===== src/include/uart_line_pkg.sv =====
package uart_line_pkg;

  // register byte addresses
  localparam logic [7:0] ADDR_IRQ_EN = 8'h00_c2;
  localparam logic [7:0] ADDR_CTRL1 = 8'h00_c4;
  localparam logic [7:0] ADDR_CTRL2 = 8'h00_c5;
  localparam logic [7:0] ADDR_CTRL3 = 8'h00_c6;
  localparam logic [7:0] ADDR_SYNC = 8'h00_c7;
  localparam logic [7:0] ADDR_STATUS = 8'h00_c8;

  // bit positions
  localparam int BIT_BRK_IE = 7;
  localparam int BIT_EDGE_IE = 6;
  localparam int BIT_LOOP = 7;
  localparam int BIT_STOP2 = 6;
  localparam int BIT_SINGLE = 5;
  localparam int BIT_DATA9 = 4;
  localparam int BIT_RX_EN = 2;
  localparam int BIT_RWU = 1;
  localparam int BIT_BRK_SEND = 0;
  localparam int BIT_BRK_IF = 7;
  localparam int BIT_EDGE_IF = 6;
  localparam int BIT_RX_ACTIVE = 5;
  localparam int BIT_BRK_SIZE = 1;
  localparam int BIT_BRK_DET_EN = 0;
  localparam int BIT_IDLE_IF = 4;

  localparam logic [7:0] RESET_BYTE = 8'h00_00;

  // lengths in bit times
  localparam logic [4:0] BRK_LONG_BITS = 5'd13;
  localparam logic [4:0] BRK_SHORT_BITS = 5'd10;
  localparam logic [4:0] BRK_DETECT_BITS = 5'd11;
  localparam logic [4:0] IDLE_CHAR_BITS = 5'd10;
  localparam int CNT_W = 5;

  typedef struct packed {
    logic receive_ninth_bit;
    logic transmit_ninth_bit;
    logic txd_dir_out;
    logic txd_inv;
    logic rxd_inv;
    logic standby_idle_sel;
    logic idle_after_stop;
    logic wake_addr_mark;
  } line_ctrl3_t;

  typedef struct packed {
    logic start;
    logic stop;
    logic done;
    logic ninth;
    logic addr_mark;
    logic active;
  } rx_evt_t;

endpackage


===== src/core/uart_line_ctrl.sv =====
`timescale 1ns/1ps
// Overview of operation
// hold received ninth bit; transmit ninth writable
// single-line: direction bit selects txd output/input
// txd inversion bit inverts transmitted levels
// rxd inversion bit inverts sampled receive level
// standby idle flag only if idle-select set
// idle count after stop or start bit
// wake-select: address mark or idle line
// break flag set; write one clears
// rx edge flag set; write one clears
// read-only receiver activity bit
// break lasts 13 or 10 plus extras
// detect break after low over 11 bits
// loop bit joins transmit and receive paths
// wake-up bit puts receiver in standby
// read-only main status flags
// interrupt on enabled break or edge flag
module uart_line_ctrl (
  input wire logic i_clk,
  input wire logic i_nrst,
  input wire logic [7:0] i_addr,
  input wire logic [7:0] i_wdata,
  input wire logic i_wr,
  input wire logic i_rd,
  output logic [7:0] o_rdata,
  input wire logic i_bit_tick,
  input wire logic i_tx_level,
  input wire uart_line_pkg::rx_evt_t i_rx_evt,
  input wire logic [7:0] i_status_flags,
  input wire logic i_rxd,
  input wire logic i_txd,
  output logic o_txd,
  output logic o_txd_oe,
  output logic o_rx_level,
  output logic o_tx_ninth,
  output logic o_rx_standby,
  output logic o_break_active,
  output logic o_irq
);
  import uart_line_pkg::*;

  logic [1:0] rst_sync_q;
  always_ff @(posedge i_clk or negedge i_nrst) begin
    if (!i_nrst) begin
      rst_sync_q <= 2'b00;
    end else begin
      rst_sync_q <= {rst_sync_q[0], 1'b1};
    end
  end
  wire rst_n = rst_sync_q[1];

  logic [7:0] ctrl1_q;
  logic [7:0] ctrl2_q;
  line_ctrl3_t ctrl3_q;
  logic [1:0] irq_en_q;
  logic [1:0] sync_cfg_q;
  logic brk_if_q;
  logic edge_if_q;
  logic idle_if_q;
  logic brk_gen_q;
  logic rx_level_q;
  logic rx_prev_q;
  logic idle_armed_q;
  logic [7:0] rdata_q;
  logic [CNT_W-1:0] brk_cnt;
  logic [CNT_W-1:0] det_cnt;
  logic [CNT_W-1:0] idle_cnt;
  logic rxd_sync;
  logic txd_sync;

  // address decode
  wire wr_ctrl1 = i_wr && (i_addr == ADDR_CTRL1);
  wire wr_ctrl2 = i_wr && (i_addr == ADDR_CTRL2);
  wire wr_ctrl3 = i_wr && (i_addr == ADDR_CTRL3);
  wire wr_sync = i_wr && (i_addr == ADDR_SYNC);
  wire wr_irq_en = i_wr && (i_addr == ADDR_IRQ_EN);
  wire rd_status = i_rd && (i_addr == ADDR_STATUS);

  wire loop_mode = ctrl1_q[BIT_LOOP];
  wire single_txd = ctrl1_q[BIT_SINGLE];
  wire data9 = ctrl1_q[BIT_DATA9];
  wire stop2 = ctrl1_q[BIT_STOP2];
  wire rwu = ctrl2_q[BIT_RWU];
  wire brk_size = sync_cfg_q[BIT_BRK_SIZE];
  wire brk_det_en = sync_cfg_q[BIT_BRK_DET_EN];

  // extra bit times for 9-bit data and two stop bits
  wire [CNT_W-1:0] extra = {4'b0000, data9} + {4'b0000, stop2};
  wire [CNT_W-1:0] brk_gen_len = (brk_size ? BRK_LONG_BITS : BRK_SHORT_BITS) + extra;
  wire [CNT_W-1:0] brk_det_len = BRK_DETECT_BITS + extra;
  wire [CNT_W-1:0] idle_len = IDLE_CHAR_BITS + extra;

  // break generation: a write that takes the send bit from 1 to 0
  wire brk_start = wr_ctrl2 && ctrl2_q[BIT_BRK_SEND] && !i_wdata[BIT_BRK_SEND] && !brk_gen_q;
  wire brk_end = brk_gen_q && i_bit_tick && (brk_cnt == brk_gen_len - 5'd1);

  bit_time_counter #(.W(CNT_W)) u_brk_gen_cnt (
    .i_clk(i_clk),
    .i_rst_n(rst_n),
    .i_clear(!brk_gen_q),
    .i_tick(i_bit_tick),
    .o_count(brk_cnt)
  );

  // transmit side and pin direction
  wire tx_raw = brk_gen_q ? 1'b0 : i_tx_level;
  wire tx_pin_level = tx_raw ^ ctrl3_q.txd_inv;
  wire txd_oe_d = !loop_mode ? 1'b1 : (single_txd & ctrl3_q.txd_dir_out);

  pin_sync3 u_rxd_sync (
    .i_clk(i_clk),
    .i_rst_n(rst_n),
    .i_pin(i_rxd),
    .o_level(rxd_sync)
  );

  pin_sync3 u_txd_sync (
    .i_clk(i_clk),
    .i_rst_n(rst_n),
    .i_pin(i_txd),
    .o_level(txd_sync)
  );

  // receive source: pin, shared txd pin, or internal loop
  wire rx_src = !loop_mode ? rxd_sync : (single_txd ? txd_sync : tx_pin_level);
  wire rx_level_d = rx_src ^ ctrl3_q.rxd_inv;

  wire edge_evt = rx_prev_q && !rx_level_q;

  bit_time_counter #(.W(CNT_W)) u_brk_det_cnt (
    .i_clk(i_clk),
    .i_rst_n(rst_n),
    .i_clear(rx_level_q || !brk_det_en),
    .i_tick(i_bit_tick),
    .o_count(det_cnt)
  );
  wire brk_evt = brk_det_en && !rx_level_q && i_bit_tick && (det_cnt == brk_det_len);

  // idle detection
  wire idle_arm = ctrl3_q.idle_after_stop ? i_rx_evt.stop : i_rx_evt.start;
  bit_time_counter #(.W(CNT_W)) u_idle_cnt (
    .i_clk(i_clk),
    .i_rst_n(rst_n),
    .i_clear(!idle_armed_q || !rx_level_q),
    .i_tick(i_bit_tick),
    .o_count(idle_cnt)
  );
  wire idle_evt = idle_armed_q && rx_level_q && i_bit_tick && (idle_cnt == idle_len - 5'd1);
  wire idle_set = idle_evt && (!rwu || ctrl3_q.standby_idle_sel);
  wire wake_evt = rwu && (ctrl3_q.wake_addr_mark ? i_rx_evt.addr_mark : idle_evt);

  // flags: a set in the same cycle as a clear wins
  wire brk_if_d = brk_evt || (brk_if_q && !(wr_sync && i_wdata[BIT_BRK_IF]));
  wire edge_if_d = edge_evt || (edge_if_q && !(wr_sync && i_wdata[BIT_EDGE_IF]));
  wire idle_if_d = idle_set || (idle_if_q && !rd_status);

  // read selection
  wire [7:0] sync_rd = {brk_if_q, edge_if_q, i_rx_evt.active, 3'b000, sync_cfg_q};
  wire [7:0] status_rd = {i_status_flags[7:5], idle_if_q, i_status_flags[3:0]};
  wire [7:0] rd_sel =
    (i_addr == ADDR_IRQ_EN) ? {irq_en_q, 6'b00_0000} :
    (i_addr == ADDR_CTRL1) ? ctrl1_q :
    (i_addr == ADDR_CTRL2) ? ctrl2_q :
    (i_addr == ADDR_CTRL3) ? ctrl3_q :
    (i_addr == ADDR_SYNC) ? sync_rd :
    (i_addr == ADDR_STATUS) ? status_rd : RESET_BYTE;

  always_ff @(posedge i_clk or negedge rst_n) begin
    if (!rst_n) begin
      ctrl1_q <= RESET_BYTE;
      irq_en_q <= 2'b00;
      sync_cfg_q <= 2'b00;
    end else begin
      if (wr_ctrl1) begin
        ctrl1_q <= {i_wdata[7:4], 4'b0000};
      end
      if (wr_irq_en) begin
        irq_en_q <= i_wdata[BIT_BRK_IE:BIT_EDGE_IE];
      end
      if (wr_sync) begin
        sync_cfg_q <= i_wdata[1:0];
      end
    end
  end

  always_ff @(posedge i_clk or negedge rst_n) begin
    if (!rst_n) begin
      ctrl2_q <= RESET_BYTE;
    end else if (wr_ctrl2) begin
      ctrl2_q <= i_wdata;
    end else if (wake_evt) begin
      ctrl2_q[BIT_RWU] <= 1'b0;
    end
  end

  always_ff @(posedge i_clk or negedge rst_n) begin
    if (!rst_n) begin
      ctrl3_q <= '0;
    end else begin
      if (wr_ctrl3) begin
        ctrl3_q[6:0] <= i_wdata[6:0];
      end
      if (i_rx_evt.done) begin
        ctrl3_q.receive_ninth_bit <= i_rx_evt.ninth;
      end
    end
  end

  always_ff @(posedge i_clk or negedge rst_n) begin
    if (!rst_n) begin
      brk_if_q <= 1'b0;
      edge_if_q <= 1'b0;
      idle_if_q <= 1'b0;
      brk_gen_q <= 1'b0;
    end else begin
      brk_if_q <= brk_if_d;
      edge_if_q <= edge_if_d;
      idle_if_q <= idle_if_d;
      brk_gen_q <= brk_start || (brk_gen_q && !brk_end);
    end
  end

  always_ff @(posedge i_clk or negedge rst_n) begin
    if (!rst_n) begin
      rx_level_q <= 1'b1;
      rx_prev_q <= 1'b1;
      idle_armed_q <= 1'b0;
      o_txd <= 1'b1;
      o_txd_oe <= 1'b0;
      rdata_q <= RESET_BYTE;
    end else begin
      rx_level_q <= rx_level_d;
      rx_prev_q <= rx_level_q;
      idle_armed_q <= idle_arm || (idle_armed_q && !idle_evt);
      o_txd <= tx_pin_level;
      o_txd_oe <= txd_oe_d;
      rdata_q <= i_rd ? rd_sel : RESET_BYTE;
    end
  end

  assign o_rdata = rdata_q;
  assign o_rx_level = rx_level_q;
  assign o_tx_ninth = ctrl3_q.transmit_ninth_bit;
  assign o_rx_standby = rwu;
  assign o_break_active = brk_gen_q;
  assign o_irq = (brk_if_q && irq_en_q[1]) || (edge_if_q && irq_en_q[0]);
endmodule // uart_line_ctrl


===== src/core/pin_sync3.sv =====
`timescale 1ns/1ps
module pin_sync3 (
  input wire logic i_clk,
  input wire logic i_rst_n,
  input wire logic i_pin,
  output logic o_level
);
  logic s1_q;
  logic s2_q;
  logic s3_q;

  // change taken once stages two and three agree
  always_ff @(posedge i_clk or negedge i_rst_n) begin
    if (!i_rst_n) begin
      s1_q <= 1'b1;
      s2_q <= 1'b1;
      s3_q <= 1'b1;
      o_level <= 1'b1;
    end else begin
      s1_q <= i_pin;
      s2_q <= s1_q;
      s3_q <= s2_q;
      if (s2_q == s3_q) begin
        o_level <= s3_q;
      end
    end
  end
endmodule // pin_sync3


===== src/core/bit_time_counter.sv =====
`timescale 1ns/1ps
module bit_time_counter #(
  parameter int W = 5
) (
  input wire logic i_clk,
  input wire logic i_rst_n,
  input wire logic i_clear,
  input wire logic i_tick,
  output logic [W-1:0] o_count
);
  initial begin
    if (W < 4) begin
      $error("bit_time_counter: W too small");
    end
  end

  wire at_max = &o_count;

  // saturating count of bit ticks
  always_ff @(posedge i_clk or negedge i_rst_n) begin
    if (!i_rst_n) begin
      o_count <= '0;
    end else if (i_clear) begin
      o_count <= '0;
    end else if (i_tick && !at_max) begin
      o_count <= o_count + W'(1);
    end
  end
endmodule // bit_time_counter


===== config.mk =====
export PLATFORM = sky130hd
export DESIGN_NAME = uart_line_ctrl
export DESIGN_NICKNAME = d
export VERILOG_FILES = /design/src/include/uart_line_pkg.sv /design/src/core/uart_line_ctrl.sv /design/src/core/pin_sync3.sv /design/src/core/bit_time_counter.sv
export SDC_FILE = /design/constraint.sdc
export NUM_CORES = 1
export LEC_CHECK = 0
export BUFFER_PORTS_ARGS = -buffer_cell sky130_fd_sc_hd__buf_2
export CAP_MARGIN = 15
export CORE_MARGIN = 1.5
export CORE_UTILIZATION = 40
export DETAILED_ROUTE_END_ITERATION = 7
export PLACE_DENSITY_LB_ADDON = 0.15
export SLEW_MARGIN = 10
export SYNTH_ARGS = -nofsm -noshare
export SYNTH_HDL_FRONTEND = slang
export SYNTH_HIERARCHICAL = 1
export SYNTH_SLANG_ARGS = --single-unit
export TNS_END_PERCENT = 100

===== constraint.sdc =====
create_clock -name i_clk -period 1.84 [get_ports i_clk]
set_input_delay 0 -clock i_clk [delete_from_list [all_inputs] [get_ports i_clk]]
set_output_delay 0 -clock i_clk [all_outputs]
set_load 0.02 [all_outputs]

# After elaboration in Yosys (flattened, before gate mapping)
# Cells that the tools add are included.
dict set report totals {
  regBits 66
  input_bits 38
  out_inout_bits 15
  elab_cells 142
}
dict set report classes {
  add_sub_neg 9
  eq_ne 12
  muxes 22
  n_bitwise 3
  reduce_logical 61
}
# operator count
set ops {}
lappend ops {{8-bit 2-to-1 mux} 7}
lappend ops {{8-bit equality test (second input constant)} 6}
lappend ops {{1-bit logical AND} 32}
lappend ops {{5-bit 2-to-1 mux} 6}
lappend ops {{5-bit by 1-bit adder with 5-bit output (second input constant)} 3}
lappend ops {{5-bit equality test} 3}
lappend ops {{5-bit AND reduction} 3}
lappend ops {{1-bit zero test} 14}
lappend ops {{4-bit by 2-bit adder with 5-bit output (first input constant)} 2}
lappend ops {{5-bit by 1-bit subtractor with 5-bit output (second input constant)} 2}
lappend ops {{1-bit logical OR} 9}
lappend ops {{1-bit 2-to-1 mux} 8}
lappend ops {{2-bit nonzero test} 3}
lappend ops {{4-bit by 2-bit adder with 5-bit output} 1}
lappend ops {{3-bit 2-to-1 mux} 1}
lappend ops {{1-bit by 1-bit adder with 2-bit output} 1}
lappend ops {{1-bit equality test} 2}
lappend ops {{2-bit by 1-bit != test with 1-bit output (second input constant)} 1}
lappend ops {{1-bit bitwise XOR} 2}
lappend ops {{1-bit bitwise AND} 1}

# Longest topological paths before layout
# Gate-level depths: netlist (run 1).
dict set report depth {
  ltp_word 9
  depth_mapped 11
  mapped_depth_nobuf 11
}

# Hierarchy
# Netlist (run 1), hierarchy kept.
# module n_inst cells_each area_per_inst_um2 seq_area_each_um2
set modules_own_cells {}
lappend modules_own_cells {uart_line_ctrl 1 212 2361.0 1079.8}
lappend modules_own_cells {bit_time_counter 3 23 249.0 125.1}
lappend modules_own_cells {pin_sync3 2 5 116.4 105.1}

# Worst setup path after synthesis (run 1)
# Ideal clock, no wire load.
dict set report synth_timing {
  path_type {register -> register}
  from {reg ctrl1_q[4]}
  to {reg brk_gen_q (netlist: o_break_active)}
  setup_time_ns 0.128
  t_arrival_ns 2.002
  t_required_ns 1.712
  path_slack_ns -0.290
  path_stages_with_launch 11
  path_buffers 0
  period_less_slack_ns 2.130
  cell_sequence {dfrtp_1 inv_1 ha_1 inv_1 ha_1 inv_1 ha_1 ha_1 xor2_1 nor4_1 a21oi_1}
}
dict set report synth_between {
  elab_chain_len 8
}
# element line
set synth_rtl {}
lappend synth_rtl {{start: declaration} uart_line_ctrl.sv:53} ;# logic [7:0] ctrl1_q;
lappend synth_rtl {{start signal: assignment} uart_line_ctrl.sv:176} ;# ctrl1_q <= {i_wdata[7:4], 4'b0000};
lappend synth_rtl {{1-bit by 1-bit adder with 2-bit output} uart_line_ctrl.sv:89} ;# wire [CNT_W-1:0] extra = {4'b0000, data9} + {4'b0000, stop2};
lappend synth_rtl {{4-bit by 2-bit adder with 5-bit output} uart_line_ctrl.sv:90} ;# wire [CNT_W-1:0] brk_gen_len = (brk_size ? BRK_LONG_BITS : BRK_SHORT_BITS) + extra;
lappend synth_rtl {{5-bit by 1-bit subtractor with 5-bit output} uart_line_ctrl.sv:96} ;# wire brk_end = brk_gen_q && i_bit_tick && (brk_cnt == brk_gen_len - 5'd1);
lappend synth_rtl {{5-bit equality test} uart_line_ctrl.sv:96}
lappend synth_rtl {{1-bit logical AND} uart_line_ctrl.sv:96}
lappend synth_rtl {{1-bit zero test} uart_line_ctrl.sv:220} ;# brk_gen_q <= brk_start || (brk_gen_q && !brk_end);
lappend synth_rtl {{1-bit logical AND} uart_line_ctrl.sv:220}
lappend synth_rtl {{1-bit logical OR} uart_line_ctrl.sv:220}
lappend synth_rtl {{end signal: assignment} uart_line_ctrl.sv:220}
lappend synth_rtl {{end: declaration} uart_line_ctrl.sv:61} ;# logic brk_gen_q;
# No other way between the ends.
# A chain may end at the register's enable or synchronous reset.

# Final worst setup path (run 1)
# Same ends and word-level chain as after synthesis.

==> results of run 1 <==
-- metal layers --
metal  vias up  part of all wire
met4         0             0.026
met1      1250              0.45
li1       1256                 -
met5         -                 0
met2        62              0.48
met3        16             0.041
-- worst min-delay path by stage --
stage               depth (start not counted)               from             to
global route                                3  i_status_flags[2]     o_rdata[2]
finish                                      3  i_status_flags[2]     o_rdata[2]
CTS                                         3  i_status_flags[2]     o_rdata[2]
global placement                            1             i_nrst  rst_sync_q[0]
detailed placement                          1             i_nrst  rst_sync_q[0]
floorplan                                   0             i_nrst  rst_sync_q[0]
-- power by group through the flow --
stage          logic [mW]  registers [mW]  clock network (mW)
6_report            0.417            1.57                1.26
5_1_grt             0.462            1.58                1.36
4_1_cts             0.420            1.57                1.29
3_5_place_dp        0.366            1.60                   0
3_3_place_gp        0.360            1.60                   0
2_1_floorplan       0.184            1.61                   0
-- flip-flops by register name, summed over array words and instances (netlist names), 2 cells and up --
signal / cells
u_brk_gen_cnt/o_count: 5
ctrl2_q: 8
rst_sync_q: 2
o_rdata: 8
ctrl1_q: 4
u_brk_det_cnt/o_count: 5
irq_en_q: 2
u_idle_cnt/o_count: 5
sync_cfg_q: 2
ctrl3_q: 7
-- through the flow --
stage,TNS (ps),instance area (um^2)
final,-60.5,4420
after global routing,-265,4420
after global placement,-62.0,3930
after detailed placement,-165,3930
after CTS,-129,4420
after floorplan,-177,3390
-- synth_stat cells, drive strengths merged (5+ instances only) --
| master | instances | share of area |
|---|---|---|
| clkbuf | 6 | 0.0079 |
| dfrtp | 55 | 0.41 |
| nand3b | 5 | 0.011 |
| ha | 14 | 0.052 |
| nand2 | 19 | 0.024 |
| mux2i | 8 | 0.024 |
| a21oi | 8 | 0.012 |
| nand2b | 11 | 0.021 |
| mux2 | 24 | 0.081 |
| nor2 | 19 | 0.021 |
| o21ai | 8 | 0.012 |
| inv | 15 | 0.017 |
| dfstp | 11 | 0.087 |
| nand3 | 7 | 0.010 |
| xor2 | 9 | 0.024 |
| xnor2 | 9 | 0.024 |
-- critical path, cell delays in order (launching register included) --
cell and delay (ps):
dfrtp_1 410, ha_1 200, inv_1 50, ha_1 230, inv_2 70, ha_4 140, ha_4 190, xor2_1 150
nor4_1 230, a21oi_1 100
-- repair_timing --
item                                    4_1_cts  5_1_grt
hold endpoints to repair                     37        0
setup buffers                                 3        0
hold buffers                                 23        0
resized for setup                             7        3
pin swaps                                     8        5
endpoints found under the setup margin        2        3
-- cell families after synthesis --
| family | count (synthesis) |
|---|---|
| AO/OA/AOI/OAI | 45 |
| other | 1 |
| XOR/XNOR | 18 |
| flip-flops | 66 |
| AND/OR/NAND/NOR | 88 |
| multiplexers | 32 |
| buffers and inverters | 24 |
| adder cells (fa/ha/maj) | 17 |
-- final cells by class --
cell class	instances	area, um^2
inverter	15	56.3
timing repair buffer	102	708
tap	105	131
multi-input combinational	201	1660
fill	714	3710
sequential	66	1670
clock inverter	6	65.1
clock buffer	10	138
==> flow_metrics.env, run 1 <==
export IMPL_status="complete, but fails checks"
export IMPL_violations="setup timing"
export IMPL_globalplace_congestion=0.814
export IMPL_hpwl_mm=5.75
export IMPL_die_x_um=94.4
export IMPL_grt_antenna_before_repair=0
export IMPL_avgSynthCellArea_um2=11.5
export IMPL_grt_pass1_wl_mm=13.0
export IMPL_setup_ws_ps=-60.5
export IMPL_grt_busiest_layer="met2"
export IMPL_synth_cell_type_count=52
export IMPL_layout_commonest_cell="dfrtp_1"
export IMPL_finalSetupViolCount=1
export IMPL_gr_usage_met2=0.322
export IMPL_p_clk_frac=0.387
export IMPL_cts_tree="done"
export IMPL_syn_num_nets=344
export IMPL_final_cells=505
export IMPL_cp_arrival_ps=2130
export IMPL_grtUsageMet1=0.248
export IMPL_synth_yosys_seq_area_share=0.499
export IMPL_finalHoldViolations=0
export IMPL_gr_total_overflow=0
export IMPL_vias=2584
export IMPL_critPathKind="flop to flop"
export IMPL_crit_end="o_break_active"
export IMPL_die_y_um=94.4
export IMPL_async_reset_ff_frac=1.00
export IMPL_p_switching_uw=844
export IMPL_antenna_left=0
export IMPL_met3_usage=0.0330
export IMPL_period_needed_ps=1900
export IMPL_peakVddDrop_mv=0.542
export IMPL_clock_latency_ps=350
export IMPL_synth_seq_cells=66
export IMPL_layout_nets=448
export IMPL_clock_sinks=66
export IMPL_powerDensity_nw_per_um2=734
export IMPL_p_comb_frac=0.128
export IMPL_r2r_start="ctrl1_q[4]"
export IMPL_rsz0062_at_grt="yes"
export IMPL_p_int_mw=2.40
export IMPL_slew_headroom=0.673
export IMPL_synthAdderAreaFrac=0.0652
export IMPL_wire_per_inst_um=15.5
export IMPL_seqPwrFrac=0.485
export IMPL_initial_core_util=0.411
export IMPL_clock_path_buffers=2
export IMPL_viasPerCell=5.12
export IMPL_worst_pin_slew_ps=478
export IMPL_placed_cells=463
export IMPL_setup_worst_path_start="ctrl1_q[4]"
export IMPL_numCtsBuffers=9
export IMPL_yosys_area_share_simple=0.155
export IMPL_areaGrowthSynthToFinish_pct=32.4
export IMPL_endpoint_kind="flop"
export IMPL_pre_cts_ws_ps=-136
export IMPL_leakagePower_nw=2.06
export IMPL_swShare=0.260
export IMPL_core_um2=8130
export IMPL_drive_gt1_frac=0.383
export IMPL_synth_compound_area_frac=0.0985
export IMPL_max_freq_mhz=526
export IMPL_num_rows=33
export IMPL_io_buffers=51
export IMPL_drc=0
export IMPL_timing_rr_end="o_break_active"
export IMPL_grt_start_max_net_pins=45
export IMPL_netlist_area_um2=3340
export IMPL_ys_flop_type="dfrtp_1"
export IMPL_drt_pass1_iter_count=5
export IMPL_hold_ws_ps=12.5
export IMPL_grt_pass1_vias=2654
export IMPL_crit_fanout=3
export IMPL_routed_wl_mm=7.82
export IMPL_synth_top_family_by_area="simple AND/OR/NAND/NOR gates"
export IMPL_drt_iter0_drc=76
export IMPL_final_core_util=0.544
export IMPL_maxCapViolCount=0
export IMPL_rr_worst_depth=9
export IMPL_r2r_slack_ps=-60
export IMPL_insertedDiodeCount=0
export IMPL_cts_root_buf="clkbuf_8"
export IMPL_layout_common_cells="dfrtp_1 (54), buf_2 (51), buf_4 (27)"
export IMPL_yosys_warnings=6
export IMPL_ios=53
export IMPL_synth_edff_count=0
export IMPL_grt_util_all_layers=0.195
export IMPL_p_total_mw=3.25
export IMPL_netlist_instances=291
export IMPL_clkTransAtPathRegs_ps=80
export IMPL_synthMuxAreaShare=0.105
export IMPL_clock_skew_ps=7.86
export IMPL_hold_class="primary input to flop"
export IMPL_die_area_um2=8910
export IMPL_slew_violations=0
export IMPL_crit_required_ps=2070
export IMPL_cts_htree_levels=3
export IMPL_start_kind="flop"
export IMPL_fin_crit_sh=1.03
export IMPL_synth_xor_area_frac=0.0472
Power figures use the tool's default switching activity.
==> inputs of run 2 (changes only) <==
- clock period: 1.84 -> 1.8 ns (I/O delays scaled with it)
==> flow_metrics.env, run 2 (same netlist as run 1, synthesis figures left out) <==
export IMPL_cts_htree_levels=3
export IMPL_setup_ws_ps=-142
export IMPL_tns_ps=-207
export IMPL_layout_nets=453
export IMPL_maxCapViolCount=0
export IMPL_multiInputGateArea_um2=1700
export IMPL_nFillCells=722
export IMPL_crit_required_ps=2030
export IMPL_postPlaceCellArea_um2=3950
export IMPL_hold_class="primary input to flop"
export IMPL_p_total_mw=3.33
export IMPL_setup_worst_path_start="ctrl1_q[4]"
export IMPL_fin_crit_sh=1.08
export IMPL_hold_ws_ps=16.4
export IMPL_fin_area_um2=4490
export IMPL_grt_util_all_layers=0.196
export IMPL_layout_commonest_cell="dfrtp_1"
export IMPL_ios=53
export IMPL_cts_tree="done"
export IMPL_violations="setup timing"
export IMPL_leakagePower_nw=2.07
export IMPL_clock_path_buffers=2
export IMPL_grt_pass1_wl_mm=13.1
export IMPL_antenna_left=0
export IMPL_wire_per_inst_um=15.7
export IMPL_insertedDiodeCount=0
export IMPL_seq_area_um2=1670
export IMPL_rr_worst_depth=10
export IMPL_slew_headroom=0.640
export IMPL_drc=0
export IMPL_rsz0062_at_grt="yes"
export IMPL_peakVddDrop_mv=0.435
export IMPL_cp_arrival_ps=2170
export IMPL_clock_latency_ps=340
export IMPL_cts_root_buf="clkbuf_8"
export IMPL_r2r_start="ctrl1_q[4]"
export IMPL_grt_antenna_before_repair=0
export IMPL_start_kind="flop"
export IMPL_gr_total_overflow=0
export IMPL_endpoint_kind="flop"
export IMPL_globalplace_congestion=0.812
export IMPL_period_needed_ps=1940
export IMPL_crit_fanout=3
export IMPL_hpwl_mm=5.95
export IMPL_areaGrowthSynthToFinish_pct=34.5
export IMPL_numCtsBuffers=9
export IMPL_viasPerCell=5.23
export IMPL_crit_end="o_break_active"
export IMPL_grt_start_max_net_pins=20
export IMPL_die_x_um=94.4
export IMPL_die_area_um2=8910
export IMPL_vias=2667
export IMPL_r2r_slack_ps=-140
export IMPL_io_buffers=51
export IMPL_drive_gt1_frac=0.410
export IMPL_die_y_um=94.4
export IMPL_timing_rr_end="o_break_active"
export IMPL_finalHoldViolations=0
export IMPL_powerDensity_nw_per_um2=741
export IMPL_max_freq_mhz=515
export IMPL_status="complete, but fails checks"
export IMPL_final_core_util=0.552
export IMPL_slew_violations=0
export IMPL_grt_pass1_vias=2710
export IMPL_num_rows=33
export IMPL_clock_sinks=66
export IMPL_finalSetupViolCount=2
export IMPL_drt_pass1_iter_count=4
export IMPL_core_um2=8130
export IMPL_worst_pin_slew_ps=535
export IMPL_layout_common_cells="dfrtp_1 (53), buf_2 (51), buf_4 (34)"
export IMPL_initial_core_util=0.411
export IMPL_drt_iter0_drc=80
export IMPL_clkTransAtPathRegs_ps=80
export IMPL_clock_skew_ps=9.30
export IMPL_routed_wl_mm=8.03
export IMPL_critPathKind="flop to flop"
## run 2: cell types whose count changed in the layout (fill, tap and decap cells not counted), sizes merged
| cell | delta |
|---|---|
| buf | +6 |
| clkbuf | -1 |
| clkinv | -2 |
| clkinvlp | +3 |
| dlygate4sd3 | -1 |
## run 2: how the worst min path moves through the flow
stage	startpoint	to	slack, ps	cells after the start
2_1_floorplan	i_nrst	rst_sync_q[0]	-300	0
3_3_place_gp	i_nrst	rst_sync_q[0]	-210	1
3_5_place_dp	i_nrst	rst_sync_q[0]	-210	1
4_1_cts	i_rd	o_rdata[6]	2	3
5_1_grt	i_rd	o_rdata[6]	30	3
6_report	i_rd	o_rdata[6]	20	3
## run 2: power by group
| part | leakage, nW | switching (mW) | internal [mW] | total (mW) |
|---|---|---|---|---|
| Clock | 0.0881 | 0.628 | 0.646 | 1.27 |
| Sequential | 0.849 | 0.0522 | 1.55 | 1.61 |
| Combinational | 1.13 | 0.218 | 0.229 | 0.447 |
| Total | 2.07 | 0.898 | 2.43 | 3.33 |
## run 2: through the flow
stage	setup WS (ps)	std cells
6_report	-142	510
5_1_grt	-234	510
4_1_cts	-194	508
3_5_place_dp	-177	467
3_3_place_gp	-109	467
2_1_floorplan	-144	291
## run 2: final cells by class
type                    instances  share of cell area
inverters                      15              0.0125
multi-input cells             201               0.379
well taps                     105              0.0292
clock inverters                 7              0.0173
repair buffers                107               0.163
clock buffers                   9              0.0276
flip-flops and latches         66               0.371
## run 2: critical path: stages, from the launching register on
cell,delay (ps)
dfrtp_1,410
inv_2,70
ha_4,270
inv_2,40
ha_4,140
inv_2,60
ha_4,140
ha_4,190
xor2_1,150
nor4_1,250
a21oi_1,100
## run 2: layer usage
layer  wire length (um)  vias to the layer above  share of wire  track usage
met5                  0                        -              0            0
met1               3640                     1327           0.45        0.243
met4                175                        0          0.022       0.0609
met3                325                       15          0.040       0.0467
met2               3890                       65           0.48        0.338
li1                   -                     1260              -            -
## run 2: what timing repair did
action                                  4_1_cts  5_1_grt
hold buffers                                 22        0
hold endpoints to repair                     35        0
setup buffers                                 3        2
pin swaps                                    10        2
gates resized for setup                      11        9
endpoints found under the setup margin        2        6
==> inputs of run 3 (changes only) <==
- clock period: 1.8 -> 2 ns (I/O delays scaled with it)
==> flow_metrics.env, run 3 (same netlist as run 1, synthesis figures left out) <==
export IMPL_endpoint_kind="flop"
export IMPL_num_rows=33
export IMPL_maxCapViolCount=0
export IMPL_crit_chain="inv_2 > ha_4 > inv_2 > ha_4 > inv_4 > ha_4 > ha_4 > xor2_2 > nor4_2 > a21oi_1"
export IMPL_p_total_mw=3.17
export IMPL_clock_sinks=66
export IMPL_finalHoldViolations=0
export IMPL_cts_tree="done"
export IMPL_pre_cts_ws_ps=-47.2
export IMPL_placed_cells=458
export IMPL_clock_path_buffers=2
export IMPL_rr_worst_depth=10
export IMPL_grt_pass1_wl_mm=12.6
export IMPL_routed_wl_mm=7.84
export IMPL_hold_ws_ps=13.8
export IMPL_wl_met1_mm=3.57
export IMPL_tns_ps=0
export IMPL_r2r_slack_ps=50
export IMPL_viasPerCell=5.10
export IMPL_nFillCells=727
export IMPL_hold_depth=3
export IMPL_met3_length_um=362
export IMPL_grt_antenna_before_repair=0
export IMPL_crit_required_ps=2220
export IMPL_layout_commonest_cell="dfrtp_1"
export IMPL_hpwl_mm=5.67
export IMPL_io_buffers=51
export IMPL_setup_ws_ps=49.2
export IMPL_die_area_um2=8910
export IMPL_highest_layer="met4"
export IMPL_period_needed_ps=1950
export IMPL_areaGrowthSynthToFinish_pct=31.8
export IMPL_drt_pass1_iter_count=4
export IMPL_start_kind="flop"
export IMPL_ios=53
export IMPL_slew_headroom=0.536
export IMPL_antenna_left=0
export IMPL_insertedDiodeCount=0
export IMPL_crit_top_cell="ha_4"
export IMPL_cts_htree_levels=3
export IMPL_peakVddDrop_mv=0.462
export IMPL_hold_class="primary input to flop"
export IMPL_grt_pass1_vias=2546
export IMPL_finalSetupViolCount=0
export IMPL_wl_met2_mm=3.85
export IMPL_crit_slowest_cell="dfrtp_1"
export IMPL_seq_area_um2=1670
export IMPL_multiInputGateArea_um2=1650
export IMPL_timing_rr_end="o_break_active"
export IMPL_min_from="i_rd"
export IMPL_clock_skew_ps=8.66
export IMPL_final_cells=499
export IMPL_slew_violations=0
export IMPL_die_y_um=94.4
export IMPL_clkTransAtPathRegs_ps=70
export IMPL_fin_crit_sh=0.975
export IMPL_grt_util_all_layers=0.187
export IMPL_globalplace_congestion=0.798
export IMPL_max_freq_mhz=513
export IMPL_critical_path_max_stage_delay_ps=410
export IMPL_gr_total_overflow=0
export IMPL_powerDensity_nw_per_um2=719
export IMPL_drc=0
export IMPL_vias=2546
export IMPL_core_um2=8130
export IMPL_grt_start_max_net_pins=22
export IMPL_worst_pin_slew_ps=678
export IMPL_wire_per_inst_um=15.7
export IMPL_rsz0062_at_grt="yes"
export IMPL_crit_fanout=4
export IMPL_numCtsBuffers=9
export IMPL_hold_path_end="idle_if_q"
export IMPL_initial_core_util=0.411
export IMPL_drt_iter0_drc=72
export IMPL_layout_nets=442
export IMPL_leakagePower_nw=2.05
export IMPL_drive_gt1_frac=0.378
export IMPL_cts_root_buf="clkbuf_8"
export IMPL_layout_common_cells="dfrtp_1 (54), buf_2 (51), mux2_2 (24), buf_4 (24), dlygate4sd3_1 (20)"
export IMPL_critPathKind="flop to flop"
export IMPL_r2r_start="ctrl1_q[6]"
export IMPL_clock_latency_ps=340
export IMPL_status="complete, no violations"
export IMPL_die_x_um=94.4
export IMPL_cp_arrival_ps=2170
-- run 3: per-layer routing --
layer | GRT usage | vias up
met4 | 0.0597 | 0
met2 | 0.302 | 59
met3 | 0.0346 | 6
met1 | 0.255 | 1245
li1 | - | 1236
met5 | 0 | -
-- run 3: stage by stage --
stage	cell area, um^2	utilization
4_1_cts	4370	0.537
6_report	4400	0.541
5_1_grt	4400	0.541
3_3_place_gp	3860	0.475
2_1_floorplan	3350	-
3_5_place_dp	3860	0.475
-- run 3: where the power goes --
group | internal, mW | switching (mW)
clock network | 0.791 | 0.559
registers | 1.40 | 0.0518
logic | 0.190 | 0.179
total | 2.38 | 0.789
-- run 3: worst max-delay path, delay by kind of cell (launching register included) --
| family | cells | cell delay [ps] |
|---|---|---|
| fa+ha+maj | 4 | 750 |
| flops | 1 | 410 |
| simple gates | 1 | 240 |
| xor+xnor | 1 | 170 |
| buf+inv | 3 | 160 |
| compound gates | 1 | 100 |
-- run 3: area by class of cell --
type                            count  area share
Sequential cell                    66       0.378
Multi-Input combinational cell    201       0.374
Timing Repair Buffer               96       0.149
Clock buffer                       10      0.0338
Tap cell                          105      0.0298
Clock inverter                      6      0.0216
Inverter                           15      0.0134
-- run 3: timing repair --
item,CTS,global route
endpoints found under the hold margin,35,0
cloned,0,0
setup endpoints to repair,2,2
hold buffers,20,0
resized for setup,9,4
buffers inserted,3,2
pin swaps,3,6
-- run 3: how the worst max path moves through the flow --
stage,start,endpoint,slack (ps)
2_1_floorplan,ctrl1_q[4],o_break_active,20
3_3_place_gp,ctrl1_q[4],o_break_active,20
3_5_place_dp,ctrl1_q[4],o_break_active,-50
4_1_cts,ctrl1_q[4],o_break_active,-10
5_1_grt,ctrl1_q[6],o_break_active,-40
6_report,ctrl1_q[6],o_break_active,50
